$ cat src/rtl/lpbst_params.svh
// Timing counts, bank count and reset values of the bank state tracker.
// Assumes a 25 MHz command clock; times are in picoseconds or in clocks.
`ifndef LPBST_PARAMS_SVH
`define LPBST_PARAMS_SVH

`define LPBST_NUM_BANKS   8
`define LPBST_TCK_PS      40000
`define LPBST_CEIL(ps)    (((ps) + `LPBST_TCK_PS - 1) / `LPBST_TCK_PS)

`define LPBST_TRCD_PS     18000
`define LPBST_TRP_PS      18000
`define LPBST_TRFCPB_PS   90000
`define LPBST_TRFCAB_PS   130000
`define LPBST_TINIT5_PS   10000000
`define LPBST_TMRR_CK     2
`define LPBST_TMRW_CK     5

`define LPBST_TRCD_CYC    `LPBST_CEIL(`LPBST_TRCD_PS)
`define LPBST_TRP_CYC     `LPBST_CEIL(`LPBST_TRP_PS)
`define LPBST_TRFCPB_CYC  `LPBST_CEIL(`LPBST_TRFCPB_PS)
`define LPBST_TRFCAB_CYC  `LPBST_CEIL(`LPBST_TRFCAB_PS)
`define LPBST_TINIT5_CYC  `LPBST_CEIL(`LPBST_TINIT5_PS)

`define LPBST_CNT_W       8
`define LPBST_RST_STATE   ST_POWER_ON

`endif

$ cat src/rtl/lpbst_pkg.sv
// Types shared by the bank state tracker and its per-bank timer.
// Assumes lpbst_params.svh supplies the numeric constants.
package lpbst_pkg;

  typedef enum logic [3:0] {
    ST_IDLE       = 4'h0,
    ST_ACTIVATING = 4'h1,
    ST_ACTIVE     = 4'h2,
    ST_READING    = 4'h3,
    ST_WRITING    = 4'h4,
    ST_RD_AP      = 4'h5,
    ST_WR_AP      = 4'h6,
    ST_PRECHARGE  = 4'h7,
    ST_REF_PB     = 4'h8,
    ST_REF_AB     = 4'h9,
    ST_MRR_IDLE   = 4'hA,
    ST_MRR_ACTIVE = 4'hB,
    ST_MRR_RESET  = 4'hC,
    ST_MR_WRITING = 4'hD,
    ST_RESETTING  = 4'hE,
    ST_POWER_ON   = 4'hF
  } lpbst_state_t;

  typedef enum logic [3:0] {
    CMD_NOP = 4'h0,
    CMD_ACT = 4'h1,
    CMD_RD  = 4'h2,
    CMD_WR  = 4'h3,
    CMD_PRE = 4'h4,
    CMD_REF = 4'h5,
    CMD_MRR = 4'h6,
    CMD_MRW = 4'h7,
    CMD_BST = 4'h8
  } lpbst_cmd_t;

endpackage

$ cat src/rtl/lpbst_bank.sv
// State register and down-counter of one bank.
// Assumes the tracker decides every load; expiry is handled here.
`timescale 1ns/1ps
`include "lpbst_params.svh"
module lpbst_bank (
  // Clock and reset
  input  wire logic                     clk_sys,
  input  wire logic                     sys_rst,
  input  wire logic                     clk_en,
  // Load from the tracker
  input  wire logic                     load,
  input  wire lpbst_pkg::lpbst_state_t  load_state,
  input  wire logic [`LPBST_CNT_W-1:0]  load_count,
  input  wire lpbst_pkg::lpbst_state_t  load_ret,
  // Bank state
  output lpbst_pkg::lpbst_state_t       state
);
  import lpbst_pkg::*;

  logic [`LPBST_CNT_W-1:0] cnt;
  lpbst_state_t            ret;

  // ==========================================================
  // Timer: zero means the state is untimed
  always_ff @(posedge clk_sys or posedge sys_rst) begin
    if (sys_rst) begin
      cnt <= '0;
    end else if (clk_en) begin
      if (load) begin
        cnt <= load_count;
      end else if (cnt != '0) begin
        cnt <= cnt - 1'b1;
      end
    end
  end

  always_ff @(posedge clk_sys or posedge sys_rst) begin
    if (sys_rst) begin
      ret <= ST_IDLE;
    end else if (clk_en && load) begin
      ret <= load_ret;
    end
  end

  // ==========================================================
  // State
  always_ff @(posedge clk_sys or posedge sys_rst) begin
    if (sys_rst) begin
      state <= `LPBST_RST_STATE;
    end else if (clk_en) begin
      if (load) begin
        state <= load_state;
      end else if (cnt == `LPBST_CNT_W'(1)) begin
        state <= ret;
      end
    end
  end
endmodule

$ cat src/rtl/lpbst_tracker.sv
// Per-bank and device-wide command state tracker of the memory device.
// Assumes commands arrive decoded, one per clock, from logic on clk_sys;
// burst_end is a one-cycle pulse from the data path when a burst finishes.
`timescale 1ns/1ps
`include "lpbst_params.svh"
module lpbst_tracker (
  // Clock and reset
  input  wire logic                  clk_sys,
  input  wire logic                  sys_rst,
  input  wire logic                  clk_en,
  // Decoded command
  input  wire logic                  cke,
  input  wire lpbst_pkg::lpbst_cmd_t cmd,
  input  wire logic [2:0]            cmd_bank,
  input  wire logic                  cmd_all,
  input  wire logic                  cmd_ap,
  input  wire logic                  cmd_rst_mr,
  // Data path
  input  wire logic                  burst_end,
  // Status
  output logic [31:0]                bank_state,
  output logic                       all_idle,
  output logic                       burst_live,
  output logic                       cmd_illegal
);
  import lpbst_pkg::*;

  localparam int NB = `LPBST_NUM_BANKS;

  lpbst_state_t            st     [NB];
  logic                    ld     [NB];
  lpbst_state_t            ld_st  [NB];
  logic [`LPBST_CNT_W-1:0] ld_cnt [NB];
  lpbst_state_t            ld_ret [NB];

  logic         cke_prev;
  logic [2:0]   last_bank;
  logic         legal;
  logic         acc;
  logic         all_idle_now;
  logic         any_open;
  logic         mrr_ok;
  logic         pre_all_ok;
  logic         dw;
  logic         ap_hold;
  lpbst_state_t tgt;
  lpbst_state_t dev;

  // ==========================================================
  // Decoders
  function automatic logic pre_ok(lpbst_state_t s);
    return (s == ST_IDLE) || (s == ST_ACTIVE);
  endfunction

  function automatic logic dev_wide(lpbst_state_t s);
    return (s == ST_REF_AB) || (s == ST_MRR_IDLE) || (s == ST_MRR_RESET) ||
           (s == ST_MR_WRITING) || (s == ST_RESETTING) || (s == ST_POWER_ON);
  endfunction

  // ==========================================================
  // Device summary
  always_comb begin
    all_idle_now = 1'b1;
    any_open     = 1'b0;
    pre_all_ok   = 1'b1;
    mrr_ok       = 1'b1;
    for (int i = 0; i < NB; i++) begin
      all_idle_now = all_idle_now && (st[i] == ST_IDLE);
      any_open     = any_open || (st[i] == ST_ACTIVE) ||
                     (st[i] == ST_READING) || (st[i] == ST_WRITING);
      pre_all_ok   = pre_all_ok && pre_ok(st[i]);
      mrr_ok       = mrr_ok && (pre_ok(st[i]) || (st[i] == ST_ACTIVATING) ||
                     (st[i] == ST_PRECHARGE));
    end
  end

  assign tgt = st[cmd_bank];
  assign dev = st[0];
  assign dw  = dev_wide(dev);

  // A bank whose burst still runs takes no activate or single-bank precharge; other banks still take them
  assign ap_hold = burst_live && (last_bank == cmd_bank);

  // ==========================================================
  // Legality: busy banks refuse, illegal commands are dropped
  always_comb begin
    unique case (cmd)
      CMD_NOP: legal = 1'b1;
      CMD_ACT: legal = !dw && (tgt == ST_IDLE) && !ap_hold;
      CMD_RD:  legal = !dw && ((tgt == ST_ACTIVE) || (tgt == ST_READING));
      CMD_WR:  legal = !dw && ((tgt == ST_ACTIVE) || (tgt == ST_WRITING));
      CMD_PRE: legal = !dw && (cmd_all ? pre_all_ok : (pre_ok(tgt) && !ap_hold));
      CMD_REF: legal = !burst_live && (cmd_all ? all_idle_now
                                               : (!dw && tgt == ST_IDLE));
      CMD_MRR: legal = (dev == ST_RESETTING) ||
                       (!dw && mrr_ok && !burst_live);
      CMD_MRW: legal = (all_idle_now && !burst_live) ||
                       (cmd_rst_mr && dev == ST_POWER_ON);
      CMD_BST: legal = !dw && burst_live;
      default: legal = 1'b0;
    endcase
  end

  // Only edges with clock enable high now and before carry commands
  assign acc = cke_prev && cke && (cmd != CMD_NOP) && legal;

  always_ff @(posedge clk_sys or posedge sys_rst) begin
    if (sys_rst) begin
      cke_prev <= 1'b0;
    end else if (clk_en) begin
      cke_prev <= cke;
    end
  end

  always_ff @(posedge clk_sys or posedge sys_rst) begin
    if (sys_rst) begin
      cmd_illegal <= 1'b0;
    end else if (clk_en) begin
      cmd_illegal <= cke_prev && cke && (cmd != CMD_NOP) && !legal;
    end
  end

  // ==========================================================
  // Burst tracking; a new burst wins over the end of the old one
  always_ff @(posedge clk_sys or posedge sys_rst) begin
    if (sys_rst) begin
      burst_live <= 1'b0;
      last_bank  <= 3'h0;
    end else if (clk_en) begin
      if (acc && (cmd == CMD_RD || cmd == CMD_WR)) begin
        burst_live <= 1'b1;
        last_bank  <= cmd_bank;
      end else if ((acc && cmd == CMD_BST) || burst_end) begin
        burst_live <= 1'b0;
      end
    end
  end

  always_ff @(posedge clk_sys or posedge sys_rst) begin
    if (sys_rst) begin
      all_idle <= 1'b0;
    end else if (clk_en) begin
      all_idle <= all_idle_now;
    end
  end

  // ==========================================================
  // Per-bank loads and timers
  for (genvar b = 0; b < NB; b++) begin : g_bank
    logic hit;
    logic ends;
    assign hit  = (cmd_bank == 3'(b));
    assign ends = (last_bank == 3'(b)) && burst_live &&
                  ((st[b] == ST_READING) || (st[b] == ST_WRITING));

    always_comb begin
      ld[b]     = 1'b0;
      ld_st[b]  = st[b];
      ld_cnt[b] = '0;
      ld_ret[b] = ST_IDLE;
      if (acc) begin
        unique case (cmd)
          CMD_ACT: if (hit) begin
            ld[b] = 1'b1; ld_st[b] = ST_ACTIVATING; ld_ret[b] = ST_ACTIVE;
            ld_cnt[b] = `LPBST_CNT_W'(`LPBST_TRCD_CYC);
          end
          CMD_RD, CMD_WR: if (hit) begin
            ld[b] = 1'b1;
            if (cmd_ap) begin
              ld_st[b]  = (cmd == CMD_RD) ? ST_RD_AP : ST_WR_AP;
              ld_cnt[b] = `LPBST_CNT_W'(`LPBST_TRP_CYC);
            end else begin
              ld_st[b]  = (cmd == CMD_RD) ? ST_READING : ST_WRITING;
            end
          end
          CMD_PRE: if (cmd_all || hit) begin
            ld[b] = 1'b1; ld_st[b] = ST_PRECHARGE;
            ld_cnt[b] = `LPBST_CNT_W'(`LPBST_TRP_CYC);
          end
          CMD_REF: if (cmd_all) begin
            ld[b] = 1'b1; ld_st[b] = ST_REF_AB;
            ld_cnt[b] = `LPBST_CNT_W'(`LPBST_TRFCAB_CYC);
          end else if (hit) begin
            ld[b] = 1'b1; ld_st[b] = ST_REF_PB;
            ld_cnt[b] = `LPBST_CNT_W'(`LPBST_TRFCPB_CYC);
          end
          CMD_MRW: begin
            ld[b] = 1'b1;
            if (cmd_rst_mr) begin
              ld_st[b]  = ST_RESETTING;
              ld_cnt[b] = `LPBST_CNT_W'(`LPBST_TINIT5_CYC);
            end else begin
              ld_st[b]  = ST_MR_WRITING;
              ld_cnt[b] = `LPBST_CNT_W'(`LPBST_TMRW_CK);
            end
          end
          CMD_MRR: begin
            ld_cnt[b] = `LPBST_CNT_W'(`LPBST_TMRR_CK);
            if (dev == ST_RESETTING) begin
              ld[b] = 1'b1; ld_st[b] = ST_MRR_RESET;
            end else if (st[b] == ST_ACTIVE) begin
              ld[b] = 1'b1; ld_st[b] = ST_MRR_ACTIVE; ld_ret[b] = ST_ACTIVE;
            end else if (!any_open && st[b] == ST_IDLE) begin
              ld[b] = 1'b1; ld_st[b] = ST_MRR_IDLE;
            end
          end
          CMD_BST: if (ends) begin
            ld[b] = 1'b1; ld_st[b] = ST_ACTIVE;
          end
          default: ;
        endcase
      end
      if (!ld[b] && burst_end && ends) begin
        ld[b] = 1'b1; ld_st[b] = ST_ACTIVE;
      end
    end

    lpbst_bank u_bank (
      .clk_sys    (clk_sys),
      .sys_rst    (sys_rst),
      .clk_en     (clk_en),
      .load       (ld[b]),
      .load_state (ld_st[b]),
      .load_count (ld_cnt[b]),
      .load_ret   (ld_ret[b]),
      .state      (st[b])
    );

    assign bank_state[4*b +: 4] = st[b];
  end

  logic hit0;
  assign hit0 = acc && (cmd_bank == 3'h0);
endmodule

$ cat config.mk
export PLATFORM = sky130hd
export DESIGN_NAME = lpbst_tracker
export DESIGN_NICKNAME = d
export VERILOG_FILES = /design/src/rtl/lpbst_pkg.sv /design/src/rtl/lpbst_bank.sv /design/src/rtl/lpbst_tracker.sv
export VERILOG_INCLUDE_DIRS = /design/src /design/src/rtl
export SDC_FILE = /design/constraint.sdc
export NUM_CORES = 1
export LEC_CHECK = 0
export ABC_CLOCK_PERIOD_IN_PS = 3900
export BUFFER_PORTS_ARGS = -buffer_cell sky130_fd_sc_hd__buf_2
export CAP_MARGIN = 25
export CORE_MARGIN = 2
export CORE_UTILIZATION = 58
export CTS_CLUSTER_DIAMETER = 50
export DETAILED_ROUTE_END_ITERATION = 8
export HOLD_SLACK_MARGIN = 0.05
export PLACE_DENSITY = 0.76
export SYNTH_ARGS = -nofsm -noshare
export SYNTH_HDL_FRONTEND = slang
export SYNTH_SLANG_ARGS = --single-unit
export TNS_END_PERCENT = 10
$ cat constraint.sdc
create_clock -name clk_sys -period 3.9 [get_ports clk_sys]
set_input_delay 0.195 -clock clk_sys [delete_from_list [all_inputs] [get_ports clk_sys]]
set_output_delay 0.195 -clock clk_sys [all_outputs]
set_load 0.01 [all_outputs]
==> metrics.md, run 1 <==
| Metric | Value |
|---|---|
| Die X | `127 microns` |
| Post-synthesis sequential area ratio | `32.3%` |
| Switching Fraction | `40.8%` |
| Site row count | `44` |
| Slowest stage delay, CP | `670 ps` |
| Largest net degree at the start of global routing | `just under 100` |
| Finish-stage setup viols | `0` |
| Setup TNS | `0 ps` |
| Hold Path Origin | `cke` |
| Logic pwr share | `39.3%` |
| Critical Path AT | `4050 ps` |
| Post-Syn Instances | `1,081` |
| Data required, critical path | `between 4000 and 5000 ps` |
| # DRC | `0` |
| LEAKAGE | `0.00398 uW` |
| Part of the power in registers | `between 40% and 50%` |
| Rel. slew slack | `30.3%` |
| Hpwl dp | `22.0 mm` |
| CTS sink count | `between 100 and 150` |
| Max Slew Vio Count | `0` |
| Initial core utilization | `between 50% and 60%` |
| Vias per cell | `7.00` |
| Reg-to-reg slack, setup | `150 ps` |
| Power per cell area | `505 mW/mm^2` |
| Mapped Avg Cell Area | `8.08 sq um` |
| Final Skew | `8.15 ps` |
| Cell Area, Synth | `0.00873 sq mm` |
| R2r startpoint | `g_bank[3].u_bank.state[1]` |
| Crit end category | `flip-flop` |
| Vias in the first global route | `8,636` |
| Placeable Area | `~0.015 sq mm` |
| Final ANT Viol Nets | `0` |
| Yosys reg bits | `111` |
| Clock tree buffer depth | `2` |
| Reg2Reg Depth | `9` |
| GR Overflow Total | `0` |
| Initial antenna violation count | `0` |
| All-Layer GR Usage | `a little under two fifths` |
| Hold crit path type | `in2reg` |
| Die area | `roughly 0.016 sq mm` |
| Maximum clock rate | `266 MHz` |
| Fin crit share | `96.3%` |
| # diodes | `0` |
| Port bufs | `slightly below 50` |
| Hold Crit Depth | `2` |
| FFs w/ async S/R, synth | `100%` |
| Pre-antenna DRT Iters | `6` |
| First-pass GRT wire length | `47.6 mm` |
| DR iter-0 viols | `~1,400` |
| H-tree Lvls | `3` |
| Worst slew pin tran | `1040 ps` |
| Top cells by area, synth | `dfrtp_1 (23%), dfstp_2 (9.6%), nand2_1 (4.6%), a21oi_1 (4.4%), o21ai_0 (4.1%)` |
| Ys flop type | `dfrtp_1` |
| CP max FO | `11` |
| Area of the multi-input gates | `approximately 0.0054 sq mm` |
| Fillcell total | `between 1,000 and 1,500` |
| Synth cell types | `between 90 and 100` |
| Hold slack | `120 ps` |
| Clock Latency Late Sink | `360 ps` |
| Max-cap violations | `0` |
| RSZ-0062 raised after global routing | `false` |
| Most common cell after layout, fill and taps aside | `nand2_1` |
| Hold Path Sink | `cke_prev` |
| Post-synth EDFFs | `0` |
| Final Wtd Congestion | `1.06` |
| Int Pwr | `2860 uW` |
| Final wirelength | `30.0 mm` |
| Status | `completed` |
| Syn Nets | `between 1,000 and 1,500` |
| Die Height | `approximately 130 microns` |
| Most used cell, CP | `a21oi_1` |
| VDD IR max | `0.407 mV` |
| Clock-pin slew on the worst setup and hold paths | `80 ps` |
| Tmin final | `3750 ps` |
| Clock power share | `19.8%` |
| Via count | `9,176` |
| Setup CP Type | `reg2reg` |
| Io pins | `50` |
| Share of cells above drive strength 1 | `about 19%` |
| Post-CTS Setup Bufs | `0` |
| Final hold vios | `0` |
| Critical-path cell list | `or3b_2, a21oi_1, or4_1, or4_1, a21oi_1, a32o_1, nor2_2, a21oi_1, mux2_2` |
| Slowest CP cell | `dfstp_2` |
| Yosys warns | `0` |
| Most frequent cells in the layout | `nand2_1 (106), nor2_1 (84), dfrtp_1 (79)` |
| Switching power | `1980 uW` |
| Top cell type's share of synthesized area | `22.6%` |
| Sequential Area | `0.00282 sq mm` |
| R2r endpoint | `g_bank[3].u_bank.state[1]` |
| CTS tree | `built` |
| DR WL/cell | `22.9 microns` |
| Crit start category | `flip-flop` |
| Area Growth Syn to Fin | `9.60%` |
| CTS Buf Count | `9` |
| CTS Root Cell | `clkbuf_16` |
| Biggest area consumer among synthesized cells | `dfrtp_1` |
| Nets@finish | `1,152` |
-- layer usage --
layer	up-vias	part of all wire, %	wire length, microns	global-route usage, %
li1	4140	-	-	-
met3	109	9.3	2810	6.54
met4	0	4.9	1490	17.5
met5	-	0	0	0
met1	4406	41	12400	52.3
met2	521	44	13400	57.6
-- cells by family after synthesis --
logic type                 synth area share [%]
DFF                                        32.3
xor gates and xnor gates                  0.902
muxes                                      4.08
buffers and inverters                      6.04
and+or+nand+nor                            25.8
AOI/OAI and AO/OA                          28.6
adders and majority gates                  2.29
-- power by group through the flow --
stage / Combinational, uW / Clock [uW] / Sequential [uW]
floorplan: 1420 / 0 / 1860
global placement: 1830 / 0 / 1960
detailed placement: 1850 / 0 / 1980
CTS: 1860 / 972 / 1960
global route: 2120 / 1000 / 2040
finish: 1900 / 960 / 1980
-- cells in the mapped netlist, types with 13 or more instances --
master / number
o21ai_0: 71
o22ai_1: 19
nor3_1: 39
mux2_2: 16
ha_1: 16
dfstp_2: 32
clkbuf_1: 34
and3_1: 19
nor2_1: 84
a21o_1: 15
buf_2: 15
nand3b_1: 13
dfrtp_1: 79
nand3_1: 56
nor4_1: 15
a32oi_1: 13
a21oi_1: 77
inv_1: 63
nand2_1: 106
and2_1: 14
-- metrics by stage --
stage	worst slack (ps)	power [uW]	cell area [sq um]	instances	utilization [%]
global route	37.6	5160	9570	1310	65.4
finish	146	4840	9570	1310	65.4
global placement	303	3790	9260	1293	63.2
detailed placement	289	3830	9260	1293	63.2
floorplan	686	3290	8730	1081	-
CTS	271	4790	9570	1310	65.3
-- registers in the layout, summed over array words and instances, names as in the netlist --
name / cells
g_bank.u_bank.ret: 8
last_bank: 3
g_bank.u_bank.state: 32
burst_live: 1
cke_prev: 1
g_bank.u_bank.cnt: 64
cmd_illegal: 1
all_idle: 1
-- cell type report --
class / instances / area share (%)
multi-input combinational: 844 / 56.4
sequential: 111 / 29.4
timing repair buffer: 91 / 6.14
inverter: 64 / 2.54
tap: 184 / 2.40
clock buffer: 10 / 2.39
clock inverter: 6 / 0.732
-- worst max-delay path, delay by kind of cell, from the launching register on --
family | cells | cell delay (ps)
mux | 1 | 380
simple gates | 4 | 1560
flops | 1 | 670
compound gates | 4 | 1070
-- timing repair --
item                       4_1_cts  5_1_grt
resized for setup                0        1
hold endpoints to repair        21        0
hold buffers                     1        0
setup endpoints to repair        0        1
-- how the worst max path moves through the flow --
stage | start | cells past startpoint | slack, ps | endpoint
global route | g_bank[3].u_bank.state[1] | 9 | 40 | g_bank[3].u_bank.state[1]
floorplan | g_bank[3].u_bank.state[1] | 11 | 690 | g_bank[3].u_bank.state[1]
global placement | cmd_bank[0] | 8 | 300 | g_bank[7].u_bank.cnt[2]
detailed placement | cmd_bank[0] | 8 | 290 | g_bank[7].u_bank.cnt[2]
CTS | g_bank[3].u_bank.state[1] | 9 | 270 | g_bank[3].u_bank.state[1]
finish | g_bank[3].u_bank.state[1] | 9 | 150 | g_bank[3].u_bank.state[1]
Power figures use the tool's default switching activity.
==> run 2: changes to the inputs <==
--- a/config.mk
+++ b/config.mk
@@ -7,7 +7,7 @@
 export NUM_CORES = 1
 export LEC_CHECK = 0
 export ABC_CLOCK_PERIOD_IN_PS = 3900
-export BUFFER_PORTS_ARGS = -buffer_cell sky130_fd_sc_hd__buf_2
+export BUFFER_PORTS_ARGS = -buffer_cell sky130_fd_sc_hd__buf_4
 export CAP_MARGIN = 25
 export CORE_MARGIN = 2
 export CORE_UTILIZATION = 58
==> run 2 against run 1 <==
First-iteration DRC count decreased by 10%. Core utilization up 0.47 points. Global-route usage is 0.13 points lower. Clock-buffer cell count grew 1. Via count decreased by 0.47%. Total power rose by 1.6%. Fmax grew 1.9%. Largest cell class unchanged. Highest routed layer unchanged.
==> metrics.md, run 2 (synthesized netlist as in run 1, its figures left out) <==
| Metric | Value |
|---|---|
| Share of cells above drive strength 1 | `18.0% (-0.53 points)` |
| Die X | `127 microns (unchanged)` |
| CP max FO | `16 (+5)` |
| Clock Latency Late Sink | `370 ps (about the same)` |
| Site row count | `44 (unchanged)` |
| Nets@finish | `1,146 (-0.52%)` |
| Largest net degree at the start of global routing | `68 (-31%)` |
| M1 GR Usage | `51.6% (-0.68 points)` |
| Met2 usage | `58.0% (+0.38 points)` |
| Io pins | `50 (unchanged)` |
| CTS Root Cell | `clkbuf_16` |
| Global route hottest layer | `met2` |
| CTS sink count | `111 (unchanged)` |
| Design area | `0.00964 sq mm (+0.72%)` |
| Most common cell after layout, fill and taps aside | `nand2_1` |
| # diodes | `0 (unchanged)` |
| Hold crit path type | `in2reg` |
| # DRC | `0 (unchanged)` |
| H-tree Lvls | `3 (unchanged)` |
| CTS Buf Count | `9 (unchanged)` |
| Total power | `4920 uW (+1.6%)` |
| Most frequent cells in the layout | `nand2_1 (106), nor2_1 (84), buf_4 (83)` |
| Die area | `0.0161 sq mm (unchanged)` |
| Data required, critical path | `4110 ps (-90 ps)` |
| Hpwl dp | `22.2 mm (+0.92%)` |
| Top reg by flops | `g_bank.u_bank.cnt` |
| GR Overflow Total | `0 (unchanged)` |
| Worst setup margin | `215 ps (+69.4 ps)` |
| RSZ-0062 raised after global routing | `false` |
| Placeable Area | `0.0146 sq mm (unchanged)` |
| Vias per cell | `7.00 (about the same)` |
| Crit start category | `flip-flop` |
| Pre-CTS setup slack | `314 ps (+24.6 ps)` |
| Worst slew pin tran | `1110 ps (+69.8 ps)` |
| Reg-to-reg slack, setup | `210 ps (+70 ps)` |
| Setup CP Type | `reg2reg` |
| VDD IR max | `0.340 mV (-16%)` |
| DR iter-0 viols | `1,244 (-10%)` |
| Met3 global-route usage | `8.06% (+1.5 points)` |
| Area Growth Syn to Fin | `10.4%` |
| Crit end category | `flip-flop` |
| All-Layer GR Usage | `37.5% (-0.13 points)` |
| Initial core utilization | `59.6% (unchanged)` |
| Setup TNS | `0 ps (unchanged)` |
| Port bufs | `49 (unchanged)` |
| Pre-antenna DRT Iters | `8 (+2)` |
| Status | `completed` |
| Fin crit share | `94.5% (-1.8 points)` |
| Initial antenna violation count | `0 (unchanged)` |
| Clock tree buffer depth | `2 (unchanged)` |
| Final wirelength | `30.2 mm (+0.59%)` |
| Critical Path AT | `3890 ps (-160 ps)` |
| Maximum clock rate | `271 MHz (+1.9%)` |
| Clock-pin slew on the worst setup and hold paths | `70 ps (about the same)` |
| Via count | `9,133 (-0.47%)` |
| CTS tree | `built` |
| Biggest regs | `g_bank.u_bank.cnt: 64 flops, g_bank.u_bank.state: 32 flops, g_bank.u_bank.ret: 8 flops` |
| First-pass GRT wire length | `46.7 mm (-1.8%)` |
| Final Skew | `9.29 ps (+1.14 ps)` |
| CTS resizes | `0 (unchanged)` |
| Tmin final | `3690 ps (-69.4 ps)` |
| Placed cell area | `0.00932 sq mm (+0.70%)` |
| Final Wtd Congestion | `1.06 (+0.38%)` |
| Power per cell area | `510 mW/mm^2 (+0.89%)` |
| Vias in the first global route | `8,420 (-2.5%)` |
| Rel. slew slack | `25.2% (-5.2 points)` |
| Final ANT Viol Nets | `0 (unchanged)` |
| Fillcell total | `1,268 (-3.7%)` |
| LEAKAGE | `0.00397 uW (-0.14%)` |
| Finish-stage setup viols | `0 (unchanged)` |
| Largest register FFs | `64 (unchanged)` |
| DR WL/cell | `23.2 microns (+1.1%)` |
| Final hold vios | `0 (unchanged)` |
| Die Height | `127 microns (unchanged)` |
| Max Slew Vio Count | `0 (unchanged)` |
| Max-cap violations | `0 (unchanged)` |
run 2: cell count changes in the layout (fill, tap and decap cells not counted), sizes merged:
| cell | previous run | this run |
|---|---|---|
| buf | 90 | 84 |
| clkbuf | 10 | 11 |
| clkinvlp | 2 | 1 |
run 2: critical path, stage by stage (launching register included):
cell,delay [ps]
dfstp_2,630
inv_1,130
o211a_1,270
a2111oi_2,650
nor4b_4,100
a211oi_1,370
o32ai_2,180
buf_4,230
a21o_1,210
o21ai_0,580
a22oi_1,190
run 2: what timing repair did:
action                                  4_1_cts  5_1_grt
endpoints found under the setup margin        0        0
hold buffers                                  1        0
buffers inserted                              0        0
endpoints found under the hold margin        36        0
run 2: cell type report:
class	instances	area (sq um)	area share [%]
Clock buffer	11	243	2.52
Clock inverter	5	66.3	0.688
Inverter	64	243	2.52
Timing Repair Buffer	85	653	6.77
Sequential cell	111	2820	29.2
Tap cell	184	230	2.39
Multi-Input combinational cell	844	5390	55.9
run 2: path summary, 6_finish.rpt:
path | cells past startpoint | startpoint | end
max reg2reg | 10 | g_bank[0].u_bank.state[0] | g_bank[7].u_bank.cnt[3]
min | 2 | cke | cke_prev
max | 10 | g_bank[0].u_bank.state[0] | g_bank[7].u_bank.cnt[3]
min in group asynchronous | 3 | sys_rst | g_bank[6].u_bank.cnt[3]
min reg2reg | 1 | g_bank[5].u_bank.cnt[6] | g_bank[5].u_bank.cnt[6]
max in group asynchronous | 4 | sys_rst | g_bank[2].u_bank.state[0]
run 2: routing by layer:
layer / up-vias / part of all wire, %
li1: 4121 / -
met1: 4348 / 41
met2: 553 / 45
met3: 111 / 10
met4: 0 / 4.3
met5: - / 0
run 2: power by group:
group | internal [uW] | total, uW | leakage, uW | switching [uW]
combinational | 837 | 1940 | 0.00250 | 1110
sequential | 1540 | 1980 | 0.00132 | 439
clock | 524 | 987 | 0.000148 | 463
run 2: per-stage QoR:
step | utilization, % | hold slack (ps) | cells
2_1_floorplan | - | 347 | 1081
3_3_place_gp | 63.7 | 366 | 1287
3_5_place_dp | 63.7 | 370 | 1287
4_1_cts | 65.8 | 95.0 | 1304
5_1_grt | 65.8 | 88.7 | 1304
6_report | 65.8 | 95.2 | 1304
